### src/verilog/lin_phy_regs_pkg.sv
package lin_phy_regs_pkg;

  // ---------------------------------------------------------------
  // Register offsets
  // ---------------------------------------------------------------
  localparam logic [2:0] OFS_DATA    = 3'h0;
  localparam logic [2:0] OFS_CONTROL = 3'h1;
  localparam logic [2:0] OFS_TEST_A  = 3'h2;
  localparam logic [2:0] OFS_EDGE    = 3'h3;
  localparam logic [2:0] OFS_TEST_B  = 3'h4;

  // ---------------------------------------------------------------
  // Field positions
  // ---------------------------------------------------------------
  localparam int TX_DRIVE_POS   = 1;
  localparam int RX_STATE_POS   = 0;
  localparam int ENABLE_POS     = 3;
  localparam int RX_ONLY_POS    = 2;
  localparam int WAKEUP_POS     = 1;
  localparam int PULLUP_POS     = 0;
  localparam int DT_DISABLE_POS = 7;

  // ---------------------------------------------------------------
  // Reset values
  // ---------------------------------------------------------------
  localparam logic       TX_DRIVE_RST = 1'b1;
  localparam logic [3:0] CONTROL_RST  = 4'h0;
  localparam logic       DT_DIS_RST   = 1'b0;
  localparam logic [1:0] EDGE_RST     = 2'h0;
  localparam logic [7:0] TEST_RST     = 8'h00;

  // ---------------------------------------------------------------
  // Edge-rate encodings
  // ---------------------------------------------------------------
  localparam logic [1:0] EDGE_NORMAL = 2'h0;
  localparam logic [1:0] EDGE_SLOW   = 2'h1;
  localparam logic [1:0] EDGE_FAST   = 2'h2;
  localparam logic [1:0] EDGE_RSVD   = 2'h3;

  // ---------------------------------------------------------------
  // Wake-up timing
  // ---------------------------------------------------------------
  localparam int WAKE_FILTER_NS  = 100;
  localparam int CLK_PERIOD_NS   = 4;
  localparam int WAKE_FILTER_CYC = (WAKE_FILTER_NS + CLK_PERIOD_NS - 1) / CLK_PERIOD_NS;
  localparam int WAKE_PULSE_NS   = 16;
  localparam int WAKE_PULSE_CYC  = WAKE_PULSE_NS / CLK_PERIOD_NS;

  typedef enum logic [1:0] {
    MODE_SHUTDOWN,
    MODE_NORMAL,
    MODE_RX_ONLY,
    MODE_STANDBY
  } phy_mode_t;

endpackage

### src/verilog/lin_phy_control_registers.sv
`timescale 1ns/1ps

module lin_phy_control_registers
(
  // Clock and reset
  input  wire logic       clk_sys,
  input  wire logic       rst_n,
  // Register port
  input  wire logic [2:0] reg_addr,
  input  wire logic [7:0] reg_wdata,
  input  wire logic       reg_wr,
  input  wire logic       reg_rd,
  output logic      [7:0] reg_rdata,
  // Chip state
  input  wire logic       special_mode,
  input  wire logic       standby_req,
  input  wire logic       tx_route_sel,
  input  wire logic       tx_ext_in,
  // Bus receiver (asynchronous comparator output)
  input  wire logic       bus_level_in,
  // Transceiver controls
  output logic            tx_input_line,
  output logic            tx_drive_en,
  output logic            rx_output_line,
  output logic            strong_pullup_on,
  output logic            weak_pullup_on,
  output logic      [1:0] edge_rate_field,
  output logic            dominant_timeout_disable,
  output logic            receiver_on,
  output logic            wakeup_armed
);

  typedef struct packed {
    logic [1:0]                      bus_sync;
    logic                            stby_sync_a;
    logic                            stby_sync_b;
    logic                            tx_drive_bit;
    logic                            phy_enable;
    logic                            receive_only_sel;
    logic                            wakeup_enable;
    logic                            strong_pullup_sel;
    logic                            dt_disable;
    logic [1:0]                      edge_rate;
    logic [7:0]                      test_a;
    logic [7:0]                      test_b;
    logic [7:0]                      rdata;
    logic [7:0]                      dom_cnt;
    logic                            dom_long;
    logic [3:0]                      pulse_cnt;
    logic                            tx_line;
    logic                            tx_en;
    logic                            rx_line;
    logic                            pu_strong;
    logic                            pu_weak;
    logic                            rx_on;
    logic                            wk_armed;
  } state_t;

  state_t s_q;
  state_t s_d;

  lin_phy_regs_pkg::phy_mode_t mode;
  logic                        bus_lvl;
  logic                        wr_data;
  logic                        wr_ctrl;
  logic                        wr_edge;
  logic                        wr_test_a;
  logic                        wr_test_b;
  logic                        tx_src;
  logic                        rx_now;

  function automatic logic hit(input logic [2:0] addr, input logic [2:0] ofs);
    hit = (addr == ofs);
  endfunction

  // ---------------------------------------------------------------
  // Mode decode
  // ---------------------------------------------------------------
  always_comb
  begin
    if (!s_q.phy_enable)
      mode = lin_phy_regs_pkg::MODE_SHUTDOWN;
    else if (s_q.stby_sync_b)
      mode = lin_phy_regs_pkg::MODE_STANDBY;
    else if (s_q.receive_only_sel)
      mode = lin_phy_regs_pkg::MODE_RX_ONLY;
    else
      mode = lin_phy_regs_pkg::MODE_NORMAL;
  end

  assign bus_lvl   = s_q.bus_sync[1];
  assign wr_data   = reg_wr && hit(reg_addr, lin_phy_regs_pkg::OFS_DATA);
  assign wr_ctrl   = reg_wr && hit(reg_addr, lin_phy_regs_pkg::OFS_CONTROL);
  // Slew may not change mid-transmission, so only shutdown can update it
  assign wr_edge   = reg_wr && hit(reg_addr, lin_phy_regs_pkg::OFS_EDGE)
                     && !s_q.phy_enable;
  assign wr_test_a = reg_wr && hit(reg_addr, lin_phy_regs_pkg::OFS_TEST_A)
                     && special_mode;
  assign wr_test_b = reg_wr && hit(reg_addr, lin_phy_regs_pkg::OFS_TEST_B)
                     && special_mode;
  assign tx_src    = tx_route_sel ? s_q.tx_drive_bit : tx_ext_in;

  // ---------------------------------------------------------------
  // Next state
  // ---------------------------------------------------------------
  always_comb
  begin
    s_d             = s_q;
    s_d.bus_sync    = {s_q.bus_sync[0], bus_level_in};
    s_d.stby_sync_a = standby_req;
    s_d.stby_sync_b = s_q.stby_sync_a;
    rx_now          = 1'b1;

    // data and control writable in every mode
    if (wr_data)
      s_d.tx_drive_bit = reg_wdata[lin_phy_regs_pkg::TX_DRIVE_POS];
    if (wr_ctrl)
    begin
      s_d.phy_enable        = reg_wdata[lin_phy_regs_pkg::ENABLE_POS];
      s_d.receive_only_sel  = reg_wdata[lin_phy_regs_pkg::RX_ONLY_POS];
      s_d.wakeup_enable     = reg_wdata[lin_phy_regs_pkg::WAKEUP_POS];
      s_d.strong_pullup_sel = reg_wdata[lin_phy_regs_pkg::PULLUP_POS];
    end
    if (wr_edge)
    begin
      s_d.dt_disable = reg_wdata[lin_phy_regs_pkg::DT_DISABLE_POS];
      s_d.edge_rate  = reg_wdata[1:0];
    end
    if (wr_test_a)
      s_d.test_a = reg_wdata;
    if (wr_test_b)
      s_d.test_b = reg_wdata;

    // Wake-up filter: dominant (low) must outlast the filter, then rise
    if (mode == lin_phy_regs_pkg::MODE_STANDBY && s_q.wakeup_enable && !bus_lvl)
    begin
      if (s_q.dom_cnt != 8'(lin_phy_regs_pkg::WAKE_FILTER_CYC))
        s_d.dom_cnt = s_q.dom_cnt + 8'h01;
      else
        s_d.dom_long = 1'b1;
    end
    else
    begin
      s_d.dom_cnt  = 8'h00;
      s_d.dom_long = 1'b0;
    end
    if (mode == lin_phy_regs_pkg::MODE_STANDBY && s_q.wakeup_enable
        && s_q.dom_long && bus_lvl)
      s_d.pulse_cnt = 4'(lin_phy_regs_pkg::WAKE_PULSE_CYC);
    else if (s_q.pulse_cnt != 4'h0)
      s_d.pulse_cnt = s_q.pulse_cnt - 4'h1;

    unique case (mode)
      lin_phy_regs_pkg::MODE_SHUTDOWN:
      begin
        s_d.tx_line   = 1'b1;
        s_d.tx_en     = 1'b0;
        s_d.pu_strong = 1'b0;
        s_d.pu_weak   = 1'b1;
        s_d.rx_on     = 1'b0;
        s_d.wk_armed  = 1'b0;
        rx_now        = 1'b1;
      end
      lin_phy_regs_pkg::MODE_NORMAL:
      begin
        s_d.tx_line   = tx_src;
        s_d.tx_en     = 1'b1;
        s_d.pu_strong = s_q.strong_pullup_sel;
        s_d.pu_weak   = !s_q.strong_pullup_sel;
        s_d.rx_on     = 1'b1;
        s_d.wk_armed  = 1'b0;
        rx_now        = bus_lvl;
      end
      lin_phy_regs_pkg::MODE_RX_ONLY:
      begin
        s_d.tx_line   = 1'b1;
        s_d.tx_en     = 1'b0;
        s_d.pu_strong = s_q.strong_pullup_sel;
        s_d.pu_weak   = !s_q.strong_pullup_sel;
        s_d.rx_on     = 1'b1;
        s_d.wk_armed  = 1'b0;
        rx_now        = bus_lvl;
      end
      lin_phy_regs_pkg::MODE_STANDBY:
      begin
        s_d.tx_line   = 1'b1;
        s_d.tx_en     = 1'b0;
        s_d.pu_strong = s_q.strong_pullup_sel && s_q.wakeup_enable;
        s_d.pu_weak   = !(s_q.strong_pullup_sel && s_q.wakeup_enable);
        s_d.rx_on     = 1'b0;
        s_d.wk_armed  = s_q.wakeup_enable;
        // Receiver idles high; only the wake-up pulse drives it low
        rx_now        = (s_q.pulse_cnt == 4'h0);
      end
    endcase
    s_d.rx_line = rx_now;

    // Read data valid in the cycle after the strobe only
    s_d.rdata = 8'h00;
    if (reg_rd)
    begin
      unique case (reg_addr)
        lin_phy_regs_pkg::OFS_DATA:
          s_d.rdata = {6'h00, s_q.tx_drive_bit, s_q.rx_line};
        lin_phy_regs_pkg::OFS_CONTROL:
          s_d.rdata = {4'h0, s_q.phy_enable, s_q.receive_only_sel,
                       s_q.wakeup_enable, s_q.strong_pullup_sel};
        lin_phy_regs_pkg::OFS_TEST_A:
          s_d.rdata = s_q.test_a;
        lin_phy_regs_pkg::OFS_EDGE:
          s_d.rdata = {s_q.dt_disable, 5'h00, s_q.edge_rate};
        lin_phy_regs_pkg::OFS_TEST_B:
          s_d.rdata = s_q.test_b;
        default:
          s_d.rdata = 8'h00;
      endcase
    end
  end

  // ---------------------------------------------------------------
  // State register
  // ---------------------------------------------------------------
  always_ff @(posedge clk_sys or negedge rst_n)
  begin
    if (!rst_n)
    begin
      s_q                   <= '0;
      s_q.bus_sync          <= 2'h3;
      s_q.tx_drive_bit      <= lin_phy_regs_pkg::TX_DRIVE_RST;
      {s_q.phy_enable, s_q.receive_only_sel, s_q.wakeup_enable,
       s_q.strong_pullup_sel} <= lin_phy_regs_pkg::CONTROL_RST;
      s_q.dt_disable        <= lin_phy_regs_pkg::DT_DIS_RST;
      s_q.edge_rate         <= lin_phy_regs_pkg::EDGE_RST;
      s_q.test_a            <= lin_phy_regs_pkg::TEST_RST;
      s_q.test_b            <= lin_phy_regs_pkg::TEST_RST;
      s_q.tx_line           <= 1'b1;
      s_q.rx_line           <= 1'b1;
      s_q.pu_weak           <= 1'b1;
    end
    else
      s_q <= s_d;
  end

  assign reg_rdata                = s_q.rdata;
  assign tx_input_line            = s_q.tx_line;
  assign tx_drive_en              = s_q.tx_en;
  assign rx_output_line           = s_q.rx_line;
  assign strong_pullup_on         = s_q.pu_strong;
  assign weak_pullup_on           = s_q.pu_weak;
  assign edge_rate_field          = s_q.edge_rate;
  assign dominant_timeout_disable = s_q.dt_disable;
  assign receiver_on              = s_q.rx_on;
  assign wakeup_armed             = s_q.wk_armed;

  // ---------------------------------------------------------------
  // Checks
  // ---------------------------------------------------------------
  property p_edge_locked;
    @(posedge clk_sys) disable iff (!rst_n)
      (reg_wr && reg_addr == lin_phy_regs_pkg::OFS_EDGE && s_q.phy_enable)
      |=> $stable(edge_rate_field) && $stable(dominant_timeout_disable);
  endproperty
  a_edge_locked: assert property (p_edge_locked)
    else $error("edge rate changed while enabled");

  property p_edge_write;
    @(posedge clk_sys) disable iff (!rst_n)
      (reg_wr && reg_addr == lin_phy_regs_pkg::OFS_EDGE && !s_q.phy_enable)
      |=> edge_rate_field == $past(reg_wdata[1:0])
          && dominant_timeout_disable == $past(reg_wdata[7]);
  endproperty
  a_edge_write: assert property (p_edge_write) else $error("edge rate write lost");

  property p_shutdown_pullup;
    @(posedge clk_sys) disable iff (!rst_n)
      !s_q.phy_enable |=> weak_pullup_on && !strong_pullup_on && !tx_drive_en;
  endproperty
  a_shutdown_pullup: assert property (p_shutdown_pullup)
    else $error("shutdown outputs wrong");

  property p_ctrl_write;
    @(posedge clk_sys) disable iff (!rst_n)
      (reg_wr && reg_addr == lin_phy_regs_pkg::OFS_CONTROL)
      ##1 (reg_rd && reg_addr == lin_phy_regs_pkg::OFS_CONTROL)
      |=> reg_rdata == {4'h0, $past(reg_wdata[3:0], 2)};
  endproperty
  a_ctrl_write: assert property (p_ctrl_write) else $error("control readback wrong");

  property p_rx_read;
    @(posedge clk_sys) disable iff (!rst_n)
      (reg_rd && reg_addr == lin_phy_regs_pkg::OFS_DATA)
      |=> reg_rdata[0] == $past(rx_output_line);
  endproperty
  a_rx_read: assert property (p_rx_read) else $error("receiver bit wrong");

  property p_test_locked;
    @(posedge clk_sys) disable iff (!rst_n)
      (reg_wr && reg_addr == lin_phy_regs_pkg::OFS_TEST_B && !special_mode)
      |=> $stable(s_q.test_b);
  endproperty
  a_test_locked: assert property (p_test_locked) else $error("test register written");

  property p_tx_normal_only;
    @(posedge clk_sys) disable iff (!rst_n)
      (mode != lin_phy_regs_pkg::MODE_NORMAL) |=> tx_input_line && !tx_drive_en;
  endproperty
  a_tx_normal_only: assert property (p_tx_normal_only)
    else $error("transmit outside normal");

  property p_tx_drive;
    @(posedge clk_sys) disable iff (!rst_n)
      (mode == lin_phy_regs_pkg::MODE_NORMAL && tx_route_sel)
      |=> tx_input_line == $past(s_q.tx_drive_bit);
  endproperty
  a_tx_drive: assert property (p_tx_drive) else $error("data bit not driving transmit");

  property p_wake_pulse;
    @(posedge clk_sys) disable iff (!rst_n)
      $fell(rx_output_line) && mode == lin_phy_regs_pkg::MODE_STANDBY
      |-> ##[1:8] rx_output_line;
  endproperty
  a_wake_pulse: assert property (p_wake_pulse) else $error("wake pulse too long");

  c_wake:     cover property (@(posedge clk_sys) disable iff (!rst_n)
                mode == lin_phy_regs_pkg::MODE_STANDBY && $fell(rx_output_line));
  c_edge_wr:  cover property (@(posedge clk_sys) disable iff (!rst_n) wr_edge);
  c_rx_only:  cover property (@(posedge clk_sys) disable iff (!rst_n)
                mode == lin_phy_regs_pkg::MODE_RX_ONLY);
  c_normal:   cover property (@(posedge clk_sys) disable iff (!rst_n)
                mode == lin_phy_regs_pkg::MODE_NORMAL && !tx_input_line);

endmodule

### config.mk
export PLATFORM = sky130hd
export DESIGN_NAME = lin_phy_control_registers
export DESIGN_NICKNAME = d
export VERILOG_FILES = /design/src/verilog/lin_phy_regs_pkg.sv /design/src/verilog/lin_phy_control_registers.sv
export SDC_FILE = /design/constraint.sdc
export NUM_CORES = 1
export LEC_CHECK = 0
export BUFFER_PORTS_ARGS = -buffer_cell sky130_fd_sc_hd__clkbuf_2
export CORE_MARGIN = 3
export CORE_UTILIZATION = 40
export DETAILED_ROUTE_END_ITERATION = 6
export GPL_TIMING_DRIVEN = 1
export SYNTH_ARGS = -nofsm -noshare
export SYNTH_HDL_FRONTEND = slang
export SYNTH_SLANG_ARGS = --single-unit
### constraint.sdc
create_clock -name clk_sys -period 1.6 [get_ports clk_sys]
set_clock_uncertainty 0.05 [all_clocks]
set_input_delay 0.08 -clock clk_sys [delete_from_list [all_inputs] [get_ports clk_sys]]
set_output_delay 0.08 -clock clk_sys [all_outputs]
set_load 0.01 [all_outputs]
==> flow_metrics.env <==
export IMPL_cts_sinks=56
export IMPL_tritoncts="built"
export IMPL_report_final_slew_viol_count=0
export IMPL_final_util_pct=52.28
export IMPL_holdPathStages=2
export IMPL_hold_path_endpoint="s_q[48]"
export IMPL_post_drt_wl_per_cell_um=14.34
export IMPL_synth_cell_types=49
export IMPL_io_pins=38
export IMPL_period_needed_ps=1544
export IMPL_die_area_um2=7503
export IMPL_gp_congestion=0.7764
export IMPL_fin_crit_sh_pct=96.49
export IMPL_syn_nets=242
export IMPL_track_usage_pct=13.99
export IMPL_vias_per_cell=5.112
export IMPL_syn_inst=215
export IMPL_hold_worst_slack_ps=39.19
export IMPL_worstSetupPathType="register to register"
export IMPL_grt_pass1_wl_um=8245
export IMPL_cap_violations=0
export IMPL_ys_seq_area_share_pct=54.19
export IMPL_crit_fanout=6
export IMPL_timing_rr_start="s_q[13]"
export IMPL_clk_pin_slew_ps=100
export IMPL_synth_area_top_cells="dfrtp_1 48%, mux2_2 10%, dfstp_2 6.1%"
export IMPL_timing_rr_end="s_q[13]"
export IMPL_antenna_left=0
export IMPL_max_vdd_ir_drop_mv=0.5744
export IMPL_die_height_um=86.62
export IMPL_synth_ff_latch_count=56
export IMPL_muxShareOfSynthArea_pct=11.55
export IMPL_cts_made_buffers=5
export IMPL_total_leakage_power_nw=1.438
export IMPL_synth_compound_area_share_pct=8.710
export IMPL_final_nets=299
export IMPL_worst_r2r_path_depth=4
export IMPL_nFillCells=566
export IMPL_syn_area_um2=2600
export IMPL_synth_simple_area_share_pct=15.06
export IMPL_ys_warn_count=0
export IMPL_tightest_slew_ps=364.2
export IMPL_core_um2=6096
export IMPL_dr_pass1_iters=4
export IMPL_area_growth_pct=22.57
export IMPL_drc=0
export IMPL_endpoint_kind="register"
export IMPL_setup_viol=0
export IMPL_cp_data_arrival_time_ps=1700
export IMPL_die_w_um=86.62
export IMPL_synth_top_family_by_area="simple AND/OR/NAND/NOR gates"
export IMPL_clkLatencyLatePin_ps=310
export IMPL_dominantRegCellSynth="dfrtp_1"
export IMPL_yosys_area_top_type="dfrtp_1"
export IMPL_reg2reg_slack_ps=60
export IMPL_grt_max_degree=34
export IMPL_rows=28
export IMPL_clock_path_buffers=2
export IMPL_drive_above_1_share_pct=39.56
export IMPL_dpl_hpwl_um=3459
export IMPL_relSlewSlack_pct=75.38
export IMPL_yosys_area_top_type_share_pct=48.12
export IMPL_initial_core_util_pct=42.65
export IMPL_hold_viol=0
export IMPL_outcome="finished, final reports clean"
export IMPL_clockRootBuffer="clkbuf_8"
export IMPL_synthAdderAreaFrac_pct=3.369
export IMPL_cts_htree_levels=2
export IMPL_finalSetupTns_ps=0
export IMPL_rsz0062_at_grt="no"
export IMPL_first_global_vias=1757
export IMPL_antenna_found_initial=0
export IMPL_hold_start="reg_wdata[1]"
export IMPL_drtIter0Drc=79
export IMPL_portBuffers=37
export IMPL_synth_xor_xnor_area_share_pct=1.684
export IMPL_power_density_nw_per_um2=1022
export IMPL_grt_overflow_total=0
export IMPL_fmax_mhz=647.7
export IMPL_cp_required_ps=1750
export IMPL_wl_um=4989
export IMPL_antenna_cells=0
export IMPL_min_path_type="input port to register"
export IMPL_synth_edf_count=0
export IMPL_ys_async_sr_fraction_pct=100.0
export IMPL_worstSetupStartpointType="register"
export IMPL_num_vias=1779
export IMPL_syn_avg_cell_area_um2=12.09
cell type report:
type                    count  area (um2)  share of cell area (%)
well taps                  75       93.84                   2.945
flip-flops and latches     56        1409                   44.21
repair buffers             67       455.4                   14.29
clock buffers               5       68.82                   2.159
multi-input cells         133        1102                   34.59
clock inverters             3       23.77                  0.7460
inverters                   9       33.78                   1.060
layer usage:
metal,wire (um),GRT usage (%),vias to the layer above
met4,78,5.099,0
met2,2345,23.02,32
met1,2364,18.33,879
met3,200,2.757,7
met5,0,0,-
li1,-,-,861
logic make-up after synthesis:
kind of cell / Yosys count
multiplexers: 27
buffers and inverters: 26
AO/OA/AOI/OAI: 34
AND/OR/NAND/NOR: 60
flip-flops: 56
adder cells (fa/ha/maj): 7
XOR/XNOR: 5
worst max-delay path, cell delays in order, from the launching register on:
cell	delay [ps]
dfrtp_1	400
inv_1	70
ha_1	130
or3b_1	440
o311a_1	360
power by group:
part / total [mW] / switching (mW) / internal (mW)
Combinational: 0.688 / 0.306 / 0.381
Sequential: 1.77 / 0.118 / 1.65
Clock: 0.800 / 0.488 / 0.311
metrics by stage:
step	instance area, um2	setup slack (ps)	total power, mW	cells
global placement	2897	64.07	2.404	325
floorplan	2600	72.16	2.174	215
global route	3187	17.19	3.444	348
CTS	3127	22.14	3.258	346
finish	3187	56.12	3.257	348
detailed placement	2897	-8.789	2.419	325
cells in the final DEF (no fill, tap or decap), drive strengths merged, types with 2 or more instances in the layout:
cell	synthesis	final
inv	9	9
o21ai	8	8
dlygate4sd3	0	13
o21a	5	5
nor3	4	4
nand3b	8	8
nor2b	5	5
mux2	24	24
clkinvlp	0	2
xnor2	3	3
buf	15	17
nor4b	3	3
a21oi	8	8
dfstp	6	6
mux2i	3	3
or3	3	3
dfrtp	50	50
o31a	2	2
ha	7	7
clkbuf	2	42
a22oi	3	3
nand3	3	3
nand2b	3	3
nand2	6	6
nor4bb	2	2
xor2	2	2
nor2	11	11
and4bb	2	2
worst max path at each step:
stage	from	cells after the start	slack [ps]	endpoint
after floorplan	s_q[49]	6	70	s_q[8]
after global placement	s_q[49]	6	60	s_q[9]
after detailed placement	s_q[49]	6	-9	s_q[8]
after CTS	s_q[49]	6	20	s_q[15]
after global routing	s_q[13]	4	20	s_q[13]
final	s_q[13]	4	60	s_q[13]
what timing repair did:
action                                  in CTS  in global routing
endpoints found under the setup margin       6                 14
pin swaps                                    0                  1
hold endpoints to repair                    75                  0
gates resized for setup                      2                 11
hold buffers                                13                  0
setup buffers                                0                  2
synthesized netlist by cell type (2+ instances only):
cell      count
a21oi_1       8
a22oi_1       3
and4bb_2      2
buf_2         5
buf_4        10
clkbuf_1      2
dfrtp_1      50
dfstp_2       6
ha_1          7
inv_1         9
mux2_2       23
mux2i_1       3
nand2_1       5
nand2b_1      3
nand3_1       3
nand3b_1      8
nor2_1       11
nor2b_1       5
nor3_1        3
nor4b_1       3
nor4bb_1      2
o21a_1        5
o21ai_0       7
o31a_1        2
or3_1         3
xnor2_1       3
xor2_1        2
sequential cells by signal, indices dropped and copies added (netlist names):
name                      flops
edge_rate_field               2
wakeup_armed                  1
rx_output_line                1
weak_pullup_on                1
dominant_timeout_disable      1
strong_pullup_on              1
tx_input_line                 1
reg_rdata                     8
s_q                          35
tx_drive_en                   1
bus_lvl                       1
s_d                           2
receiver_on                   1
Power figures use the tool's default switching activity.
